$ cat config.mk
export PLATFORM = sky130hd
export DESIGN_NAME = fwlie_top
export DESIGN_NICKNAME = d
export VERILOG_FILES = /design/src/fwlie_sync.v /design/src/fwlie_cycle.v /design/src/fwlie_top.v
export VERILOG_INCLUDE_DIRS = /design/src
export SDC_FILE = /design/constraint.sdc
export NUM_CORES = 1
export LEC_CHECK = 0
export BUFFER_PORTS_ARGS = -buffer_cell sky130_fd_sc_hd__buf_2
export CAP_MARGIN = 20
export CORE_MARGIN = 2
export CORE_UTILIZATION = 52
export DETAILED_ROUTE_END_ITERATION = 10
export PLACE_DENSITY = 0.83
export SYNTH_ARGS = -nofsm -noshare
export SYNTH_HDL_FRONTEND = slang
export SYNTH_SLANG_ARGS = --single-unit
$ cat constraint.sdc
create_clock -name clock -period 2.81 [get_ports clock]
set_clock_uncertainty 0.15 [all_clocks]
set_input_delay 0.562 -clock clock [delete_from_list [all_inputs] [get_ports clock]]
set_output_delay 0.562 -clock clock [all_outputs]
set_load 0.02 [all_outputs]
$ cat src/fwlie_regs.vh
// Register offsets, field positions and reset values for the event block
`ifndef FWLIE_REGS_VH
`define FWLIE_REGS_VH
`define FWLIE_EVT_SET     8'h80
`define FWLIE_EVT_CLR     8'h84
`define FWLIE_MSK_SET     8'h88
`define FWLIE_MSK_CLR     8'h8c
`define FWLIE_RAW         8'h90
`define FWLIE_GATE_BIT    31
`define FWLIE_LOST_BIT    22
`define FWLIE_S64_BIT     21
`define FWLIE_CYC_BIT     20
`define FWLIE_PHY_BIT     19
`define FWLIE_RAF_BIT     18
`define FWLIE_BR_BIT      17
`define FWLIE_ID_BIT      16
`define FWLIE_ID2_BIT     15
`define FWLIE_LOCK_BIT    9
`define FWLIE_PW_BIT      8
`define FWLIE_IRX_BIT     7
`define FWLIE_ITX_BIT     6
`define FWLIE_RSPPKT_BIT  5
`define FWLIE_REQPKT_BIT  4
`define FWLIE_RXRSP_BIT   3
`define FWLIE_RXREQ_BIT   2
`define FWLIE_TXRSP_BIT   1
`define FWLIE_TXREQ_BIT   0
`define FWLIE_LATCH_MASK  32'h007f833f
`define FWLIE_MASK_MASK   32'h807f83ff
`define FWLIE_EVT_RESET   32'h00000000
`define FWLIE_MSK_RESET   32'h00000000
`define FWLIE_LCLK_TMO    8'h10
`endif

$ cat src/fwlie_sync.v
// Three-stage synchroniser with agreement-qualified output and edge
`timescale 1ns/100ps
module fwlie_sync #(
	parameter W = 1
) (
	// Clock and reset
	input  wire         clock,
	input  wire         rst_n,
	// Data
	input  wire [W-1:0] async_in,
	output reg  [W-1:0] level,
	output wire [W-1:0] rise,
	output wire [W-1:0] change
);
	reg [W-1:0] s1;
	reg [W-1:0] s2;
	reg [W-1:0] s3;
	always @(posedge clock or negedge rst_n) begin
		if (!rst_n) begin
			s1    <= {W{1'b0}};
			s2    <= {W{1'b0}};
			s3    <= {W{1'b0}};
			level <= {W{1'b0}};
		end else begin
			s1 <= async_in;
			s2 <= s1;
			s3 <= s2;
			// Only agreeing stages count as a change
			level <= (s2 & s3) | (level & (s2 | s3));
		end
	end
	wire [W-1:0] next_level = (s2 & s3) | (level & (s2 | s3));
	assign rise   = next_level & ~level;
	assign change = next_level ^ level;
endmodule // fwlie_sync

$ cat src/fwlie_cycle.v
// Cycle timing event detector on the system clock
`timescale 1ns/100ps
module fwlie_cycle (
	// Clock and reset
	input  wire clock,
	input  wire rst_n,
	// Qualified events
	input  wire cycle_lsb_chg,
	input  wire start_seen,
	input  wire subaction_gap,
	input  wire arb_reset_gap,
	// Event pulses
	output reg  lost
);
	reg armed;
	reg first_gap;
	always @(posedge clock or negedge rst_n) begin
		if (!rst_n) begin
			armed     <= 1'b0;
			first_gap <= 1'b0;
			lost      <= 1'b0;
		end else begin
			lost <= 1'b0;
			if (start_seen) begin
				armed <= 1'b0;
				first_gap <= 1'b0;
			end
			if (cycle_lsb_chg) begin
				if (armed)
					lost <= 1'b1;
				armed     <= 1'b1;
				first_gap <= 1'b1;
			end else if (armed && !start_seen &&
				((subaction_gap && first_gap) || arb_reset_gap)) begin
				lost      <= 1'b1;
				armed     <= 1'b0;
				first_gap <= 1'b0;
			end else if (subaction_gap) begin
				first_gap <= 1'b0;
			end
		end
	end
endmodule // fwlie_cycle

$ cat src/fwlie_top.v
// Link event register block with Wishbone slave
`timescale 1ns/100ps
`include "fwlie_regs.vh"
module fwlie_top #(
	parameter IRX_N = 4,
	parameter ITX_N = 4
) (
	// Clock and reset
	input  wire             clock,
	input  wire             rst_n,
	// Wishbone slave
	input  wire             wb_cyc_i,
	input  wire             wb_stb_i,
	input  wire             wb_we_i,
	input  wire [7:0]       wb_adr_i,
	input  wire [3:0]       wb_sel_i,
	input  wire [31:0]      wb_dat_i,
	output reg  [31:0]      wb_dat_o,
	output reg              wb_ack_o,
	// Link clock and PHY-side levels
	input  wire             link_clock,
	input  wire             cycle_seconds_bit7,
	input  wire             cycle_count_lsb,
	input  wire             cycle_start_seen,
	input  wire             subaction_gap,
	input  wire             arb_reset_gap,
	input  wire             phy_status_irq,
	input  wire             phy_bus_reset,
	input  wire             self_id_stream_done,
	// Core events, same clock
	input  wire             reg_access_failed,
	input  wire             lock_response_no_ack,
	input  wire             posted_write_bus_error,
	input  wire             response_packet_stored,
	input  wire             request_packet_stored,
	input  wire             async_receive_response_context,
	input  wire             async_receive_request_context,
	input  wire             async_transmit_response_context,
	input  wire             async_transmit_request_context,
	// Isochronous per-context event and mask
	input  wire [IRX_N-1:0] irx_event,
	input  wire [IRX_N-1:0] irx_mask,
	input  wire [ITX_N-1:0] itx_event,
	input  wire [ITX_N-1:0] itx_mask,
	// Interrupt and status
	output reg              irq,
	output reg              link_clock_absent
);
	localparam NS = 10;
	wire [NS-1:0] s_lvl;
	wire [NS-1:0] s_rise;
	wire [NS-1:0] s_chg;
	fwlie_sync #(
		.W (NS)
	) u_sync (
		.clock    (clock),
		.rst_n    (rst_n),
		.async_in ({link_clock, cycle_seconds_bit7, cycle_count_lsb,
			cycle_start_seen, subaction_gap, arb_reset_gap,
			phy_status_irq, phy_bus_reset, self_id_stream_done,
			1'b0}),
		.level    (s_lvl),
		.rise     (s_rise),
		.change   (s_chg)
	);
	wire lost_pulse;
	fwlie_cycle u_cycle (
		.clock         (clock),
		.rst_n         (rst_n),
		.cycle_lsb_chg (s_chg[7]),
		.start_seen    (s_rise[6]),
		.subaction_gap (s_rise[5]),
		.arb_reset_gap (s_rise[4]),
		.lost          (lost_pulse)
	);
	// Link clock watchdog on its edges
	reg [7:0] lclk_cnt;
	always @(posedge clock or negedge rst_n) begin
		if (!rst_n) begin
			lclk_cnt          <= 8'h00;
			link_clock_absent <= 1'b1;
		end else if (s_chg[9]) begin
			lclk_cnt          <= 8'h00;
			link_clock_absent <= 1'b0;
		end else if (lclk_cnt == `FWLIE_LCLK_TMO) begin
			link_clock_absent <= 1'b1;
		end else begin
			lclk_cnt <= lclk_cnt + 8'h01;
		end
	end
	// Bus handshake
	wire req = wb_cyc_i & wb_stb_i & ~wb_ack_o;
	wire wr  = req & wb_we_i & (&wb_sel_i);
	wire rd  = req & ~wb_we_i;
	wire rd_raw = rd & (wb_adr_i == `FWLIE_RAW);
	// Raw read needs the link clock; failure is flagged at once
	wire raf_ev = reg_access_failed | (rd_raw & link_clock_absent);
	// Hardware set vector
	reg  [31:0] hw_set;
	always @* begin
		hw_set = 32'h00000000;
		hw_set[`FWLIE_LOST_BIT] = lost_pulse;
		hw_set[`FWLIE_S64_BIT]  = s_chg[8];
		hw_set[`FWLIE_CYC_BIT]  = s_chg[7];
		hw_set[`FWLIE_PHY_BIT]  = s_rise[3];
		hw_set[`FWLIE_RAF_BIT]  = raf_ev;
		hw_set[`FWLIE_BR_BIT]   = s_rise[2];
		hw_set[`FWLIE_ID_BIT]   = s_rise[1];
		hw_set[`FWLIE_ID2_BIT]  = s_rise[1];
		hw_set[`FWLIE_LOCK_BIT] = lock_response_no_ack;
		hw_set[`FWLIE_PW_BIT]   = posted_write_bus_error;
		hw_set[`FWLIE_RSPPKT_BIT] = response_packet_stored;
		hw_set[`FWLIE_REQPKT_BIT] = request_packet_stored;
		hw_set[`FWLIE_RXRSP_BIT]  = async_receive_response_context;
		hw_set[`FWLIE_RXREQ_BIT]  = async_receive_request_context;
		hw_set[`FWLIE_TXRSP_BIT]  = async_transmit_response_context;
		hw_set[`FWLIE_TXREQ_BIT]  = async_transmit_request_context;
	end
	reg  [31:0] evt;
	reg  [31:0] msk;
	wire [31:0] sw_set  = (wr && wb_adr_i == `FWLIE_EVT_SET) ?
		wb_dat_i : 32'h00000000;
	wire [31:0] sw_clr  = (wr && wb_adr_i == `FWLIE_EVT_CLR) ?
		wb_dat_i : 32'h00000000;
	// Bus reset entry wipes self-ID done, unless it is set this cycle
	wire [31:0] br_clr  = (hw_set[`FWLIE_BR_BIT] && !hw_set[`FWLIE_ID_BIT]) ?
		(32'h00000001 << `FWLIE_ID_BIT) : 32'h00000000;
	// Set by edge or port, cleared by clear port or, for self-ID done, by bus reset entry
	wire [31:0] next_evt = (((evt | sw_set) & ~sw_clr & ~br_clr) | hw_set) &
		`FWLIE_LATCH_MASK;
	wire [31:0] next_msk =
		(wr && wb_adr_i == `FWLIE_MSK_SET) ? (msk | wb_dat_i) &
			`FWLIE_MASK_MASK :
		(wr && wb_adr_i == `FWLIE_MSK_CLR) ? msk & ~wb_dat_i : msk;
	wire irx_sum = |(irx_event & irx_mask);
	wire itx_sum = |(itx_event & itx_mask);
	// Reserved bits stay zero via the latch mask
	wire [31:0] evt_view = evt |
		({31'h00000000, irx_sum} << `FWLIE_IRX_BIT) |
		({31'h00000000, itx_sum} << `FWLIE_ITX_BIT);
	// Event read is event AND mask
	wire [31:0] evt_read = evt_view & msk & ~(32'h00000001 << `FWLIE_GATE_BIT);
	always @(posedge clock or negedge rst_n) begin
		if (!rst_n) begin
			evt      <= `FWLIE_EVT_RESET;
			msk      <= `FWLIE_MSK_RESET;
			wb_ack_o <= 1'b0;
			wb_dat_o <= 32'h00000000;
			irq      <= 1'b0;
		end else begin
			evt      <= next_evt;
			msk      <= next_msk;
			wb_ack_o <= req;
			irq      <= msk[`FWLIE_GATE_BIT] & (|evt_read);
			if (rd) begin
				case (wb_adr_i)
				`FWLIE_EVT_SET,
				`FWLIE_EVT_CLR: wb_dat_o <= evt_read;
				`FWLIE_MSK_SET,
				`FWLIE_MSK_CLR: wb_dat_o <= msk;
				`FWLIE_RAW:     wb_dat_o <= link_clock_absent ?
					32'h00000000 : evt_view;
				default:        wb_dat_o <= 32'h00000000;
				endcase
			end
		end
	end
endmodule // fwlie_top

Word-level counts from Yosys, hierarchy flattened
Cells that the tools add are included.
Word-level totals
  register bits after elaboration: 131
  bits of input ports: 83
  logic and storage cells: 95
Operators by class
  $add $sub $neg: 1
  eq/ne operators: 7
  muxes and demuxes: 20
  bitwise operators: 32
  reductions and logical operators: 21
Operators by type and width (number)
  $pmux W32 S3: 1
  $mux W23: 3
  $mux W32: 2
  $and A23 B23 Y23: 2
  $or A23 B23 Y23: 2
  $eq A8 B8 Y1 const B: 5
  $and A32 B32 Y32: 1
  $not A32 Y32: 1
  $or A32 B32 Y32: 1
  $and A23 B31 Y31: 1
  $reduce_or A31 Y1: 1
  $not A17 Y23: 1
  $not A23 Y23: 1
  $or A23 B7 Y23: 1
  $or A23 B8 Y23: 1
  $and A10 B10 Y10: 2
  $or A10 B10 Y10: 2
  $mux W17: 1
  $mux W8: 2
  $mux W1: 11
  $xor A10 B10 Y10: 1
  $add A8 B1 Y8 const B: 1
  $and A1 B1 Y1: 8
  $and A4 B4 Y4: 2
  15 further kinds: 27

Longest topological paths before layout
  word-level depth: 10
  gate-level depth with buffers: 6
  gate-level depth less buffers: 6

Hierarchy
Synthesis repeated with hierarchy kept, for this count alone.
Second synthesis, totals
  cell total of the unflattened synthesis: 506
  area, all modules: 5691.7 µm²
Modules (own cells, without submodules)
  fwlie_top: instances 1, cells each 405, area an instance 4264.1 µm², seq. area each 2278.4 µm²
  fwlie_sync: instances 1, cells each 90, area an instance 1300.0 µm², seq. area each 1001.0 µm²
  fwlie_cycle: instances 1, cells each 11, area an instance 127.6 µm², seq. area each 75.1 µm²

Worst setup path after synthesis
No wires, ideal clock.
  path kind: input to register
  from: input wb_adr_i[3]
  to: register evt[19]
  data arrival time: 1856 ps
  slack: 677 ps
  stages on the path: 6
  path through: buf_6 -> or4b_1 -> nor4_4 -> buf_2 -> and2_1 -> o22ai_1
Between the ends
  word-level cells in the longest chain between the ends: 7
RTL lines
  start, declared: line fwlie_top.v:15  | input wire [7:0] wb_adr_i,
  $eq A8 B8 Y1
  $logic_and A1 B1 Y1 (no source line)
  $mux W23 (on tied branches): line fwlie_top.v:121, fwlie_top.v:123
  $or A23 B23 Y23 / $not A23 Y23 (equally long branches): line fwlie_top.v:129  | wire [31:0] next_evt = (((evt | sw_set) & ~sw_clr & ~br_clr) | hw_set) &
  $and A23 B23 Y23 (*) (2 in series): line fwlie_top.v:129
  $or A23 B23 Y23 (*): line fwlie_top.v:129
  net next_evt[19]: line fwlie_top.v:129
  end signal, assigned: line fwlie_top.v:145  | evt <= `FWLIE_EVT_RESET;
  end signal, assigned: line fwlie_top.v:151  | evt <= next_evt;
  end, declared: line fwlie_top.v:119  | reg [31:0] evt;
The timed path passes the listed nets; every way through them passes the cells marked *.
A chain may end at the register's enable or synchronous reset.

==> out/results.md <==
Synthesis
- Unique masters post-synth: 51
- register area share after synthesis: 59.0%
- number of enable-type register cells in the synthesized netlist: 0
- library cell with the largest summed area after synthesis: sky130_fd_sc_hd__dfrtp_1
- Synth Instances: 488
- synth warn: 0
- area share of the largest cell type after synthesis: 58.5%
- Post-Syn Area per Cell: 11.3 um^2
- prevailing post-synth register cell: sky130_fd_sc_hd__dfrtp_1
- count of state elements after synthesis: 130
- Post-Synthesis Net Count: 573
- post-synthesis async set-or-reset flop share: 100%
- leading post-synthesis cells by cell area: sky130_fd_sc_hd__dfrtp_1 59%, sky130_fd_sc_hd__mux2i_1 3.6%, sky130_fd_sc_hd__nand2_1 3.3%, sky130_fd_sc_hd__a22oi_1 2.6%, sky130_fd_sc_hd__a22o_1 2.5%
- synthesized area: 0.00552 mm^2

STA
- headroom to the max-slew limit: 49.3%
- worst-margin pin slew: 0.755 ns
- Period Utilization, post-route: 73.8%
- post-route setup TNS: 0 ns
- maximum clock frequency: 482 MHz
- min Tclk post-route: 2.07 ns
- number of endpoints failing setup at the final stage: 0
- Fin. Hold Viols: 0
- number of pins exceeding their max-slew limit in the final report: 0
- setup repair after global routing missed its margin: false

Pwr
- maximum ir drop on the vdd rail: 0.000799 V
- net load switching power: 1.10 mW
- switching portion of total power: 24.1%
- relative contribution of sequential cells to total power: 44.5%
- Gate power share: 7.3%
- clock share of power: 48.2%
- design internal power: 3.46 mW
- leak pwr: 3.41 nW
- power density of the placed cells: 651 mW/mm^2

Setup path
- crit path max fanout: 26
- critical-path cell list: nand4b_1 -> nor4_4 -> buf_4 -> nand2_1 -> mux2i_1
- required arrival time at the worst endpoint: 3.06 ns
- Crit. End Element: flop
- Register-to-Register Path Depth: 5
- Worst Path Arrival: 2.32 ns
- delay contributed by the slowest stage of the critical path: 0.41 ns
- critical path launch point type: flop
- CP max stage cell: sky130_fd_sc_hd__dfrtp_1
- critical path class: flop to flop

Cells and area
- net total in the final layout: 716
- share of final-layout standard cells stronger than drive strength 1: 27.8%
- final cell area excluding filler cells: 0.00701 mm^2
- synth-to-layout area growth: 27.1%
- number of filler instances in the final layout: 754

Placement
- global placement routability congestion: 0.846
- placement-stage cell area: 0.00631 mm^2
- Detail Placement HPWL: 9.19 mm
- Port Buffer Count: 117

Min path
- depth of the worst hold-timing path: 3
- Worst Hold Class: input port to flop

Clock tree
- number of buffers created by CTS: 17
- Max Buffers Root-to-Sink: 2
- clk sinks: 130
- register clock-pin slew on the reported worst setup and hold paths: 0.06 ns
- cells resized by post-CTS repair: 0
- CTS HTree Levels: 4
- clock latency on the worst-skew pair: 0.54 ns
- library cell used as clock root buffer: sky130_fd_sc_hd__clkbuf_8
- Post-CTS Setup Repair Bufs: 0
- cts hold-fix bufs: 10
- CTS tree: done

GRT
- global-route wire length before repair: 21.5 mm
- maximum number of pins on one net before global-route repair: 91
- initial antenna violation count: 2
- total routing usage reported by global routing: 24.8%
- number of global-route vias before repair: 4,508
- global route overflow: 0

Route
- DRC violation total after the first TritonRoute iteration: 302
- post-detailed-route count of antenna-violating nets: 0
- Via Count: 4,371
- number of optimization iterations in the first detailed-route pass: 4
- detailed-route vias per instance: 5.60
- # DRC: 0
- Routed WL per cell: 16.9 um
- total routed wirelength: 13.2 mm

Floorplan
- DIE WIDTH: 107 um
- die outline area: 0.0114 mm^2
- IO Pins: 118
- die height: 107 um
- initial core utilization: 53.4%
- floorplan row count: 37
- core footprint: 0.0103 mm^2

Run status
- status: completed

Job
- max-cap check violation count: 0

==> worst max-delay path: cells and delay by family (launching register included) <==
| kind | cells | cell delay (ns) |
|---|---|---|
| mux | 1 | 0.15 |
| simple gates | 3 | 0.91 |
| flops | 1 | 0.41 |
| buf+inv | 1 | 0.32 |
==> Yosys cell counts, drive strengths merged, types with 2 or more instances <==
master and number:
nor2 20, and3 2, maj3 9, a211oi 9, or4b 3, nand3 16
nor4 5, nor3 10, inv 32, o211ai 3, a22o 16, o221ai 7
o21ai 22, nand3b 3, o22ai 3, nand2 49, a22oi 19, nand4 4
dfrtp 129, ha 2, xor2 5, buf 8, a31oi 11, a21boi 14
and2 7, nand2b 15, a21oi 21, clkbuf 10, mux2i 20
==> placed cells by master, fill, tap and decap left out, types with 4 or more instances in the layout <==
master / count
sky130_fd_sc_hd__maj3_1: 9
sky130_fd_sc_hd__a31oi_1: 11
sky130_fd_sc_hd__a22oi_1: 19
sky130_fd_sc_hd__a211oi_1: 9
sky130_fd_sc_hd__o21ai_0: 13
sky130_fd_sc_hd__nor2_1: 18
sky130_fd_sc_hd__dlygate4sd3_1: 10
sky130_fd_sc_hd__nand2b_1: 15
sky130_fd_sc_hd__mux2i_1: 20
sky130_fd_sc_hd__inv_1: 32
sky130_fd_sc_hd__clkinvlp_4: 5
sky130_fd_sc_hd__clkbuf_16: 16
sky130_fd_sc_hd__o221ai_1: 7
sky130_fd_sc_hd__buf_4: 15
sky130_fd_sc_hd__o21ai_1: 9
sky130_fd_sc_hd__xor2_1: 5
sky130_fd_sc_hd__a21boi_0: 14
sky130_fd_sc_hd__buf_2: 116
sky130_fd_sc_hd__nand2_1: 49
sky130_fd_sc_hd__nand3_1: 16
sky130_fd_sc_hd__and2_1: 7
sky130_fd_sc_hd__a21oi_1: 21
sky130_fd_sc_hd__nor3_1: 8
sky130_fd_sc_hd__dfrtp_1: 129
sky130_fd_sc_hd__nand4_1: 4
sky130_fd_sc_hd__a22o_1: 16
==> final cells by class <==
class / instances / area [um^2] / area share, %
clock inverters: 14 / 180 / 2.57
repair buffers: 142 / 813 / 11.6
multi-input cells: 308 / 2050 / 29.3
diodes: 1 / 2.50 / 0.0357
inverters: 32 / 120 / 1.71
flip-flops and latches: 130 / 3250 / 46.4
clock buffers: 18 / 418 / 5.96
well taps: 136 / 170 / 2.43
==> per-stage QoR <==
stage / util (%) / setup slack, ns / cells / power (mW) / hold WS (ns)
4_1_cts: 67.9 / 0.723 / 780 / 4.61 / 0.0740
3_3_place_gp: 61.1 / 0.409 / 738 / 2.35 / 0.182
5_1_grt: 67.9 / 0.570 / 780 / 4.75 / 0.0920
6_report: 67.9 / 0.737 / 781 / 4.56 / 0.0967
3_5_place_dp: 61.1 / 0.340 / 738 / 2.38 / 0.185
2_1_floorplan: - / 0.677 / 488 / 2.20 / 0.116
==> path summary, 6_finish.rpt <==
path                                   startpoint           endpoint  slack (ns)
worst max-delay path                     wb_ack_o               flop        0.74
worst min-delay path            reg_access_failed            evt[18]         0.1
worst max register to register           wb_ack_o               flop        0.74
worst min register to register       u_sync.s1[8]       u_sync.s2[8]        0.19
max in group asynchronous                   rst_n  link_clock_absent        1.45
min in group asynchronous                   rst_n             evt[2]        0.30
==> per-layer routing <==
| layer | GRT usage (%) | routed length, um | part of all wire [%] |
|---|---|---|---|
| met1 | 30.2 | 5360 | 41 |
| met5 | 0 | 7 | 0.053 |
| met2 | 38.9 | 6520 | 49 |
| met3 | 8.81 | 958 | 7.3 |
| met4 | 13.1 | 350 | 2.7 |
==> power groups by stage <==
stage / clock network [mW] / logic (mW) / registers (mW)
after floorplan: 0 / 0.152 / 2.05
after global placement: 0 / 0.302 / 2.05
after detailed placement: 0 / 0.324 / 2.06
after CTS: 2.24 / 0.336 / 2.03
after global routing: 2.34 / 0.376 / 2.04
final: 2.20 / 0.333 / 2.03
==> cells by family (layout without fill, tap and decap cells) <==
logic type	Yosys count	count (layout)	synth area share (%)
adders and majority gates	11	11	2.09
buffers and inverters	50	206	3.97
and+or+nand+nor	142	142	14.5
xor gates and xnor gates	6	6	0.953
DFF	130	130	59.0
other	0	1	0
AOI/OAI and AO/OA	129	129	15.9
muxes	20	20	3.63
Note: power is estimated with default switching activity, not from simulation.
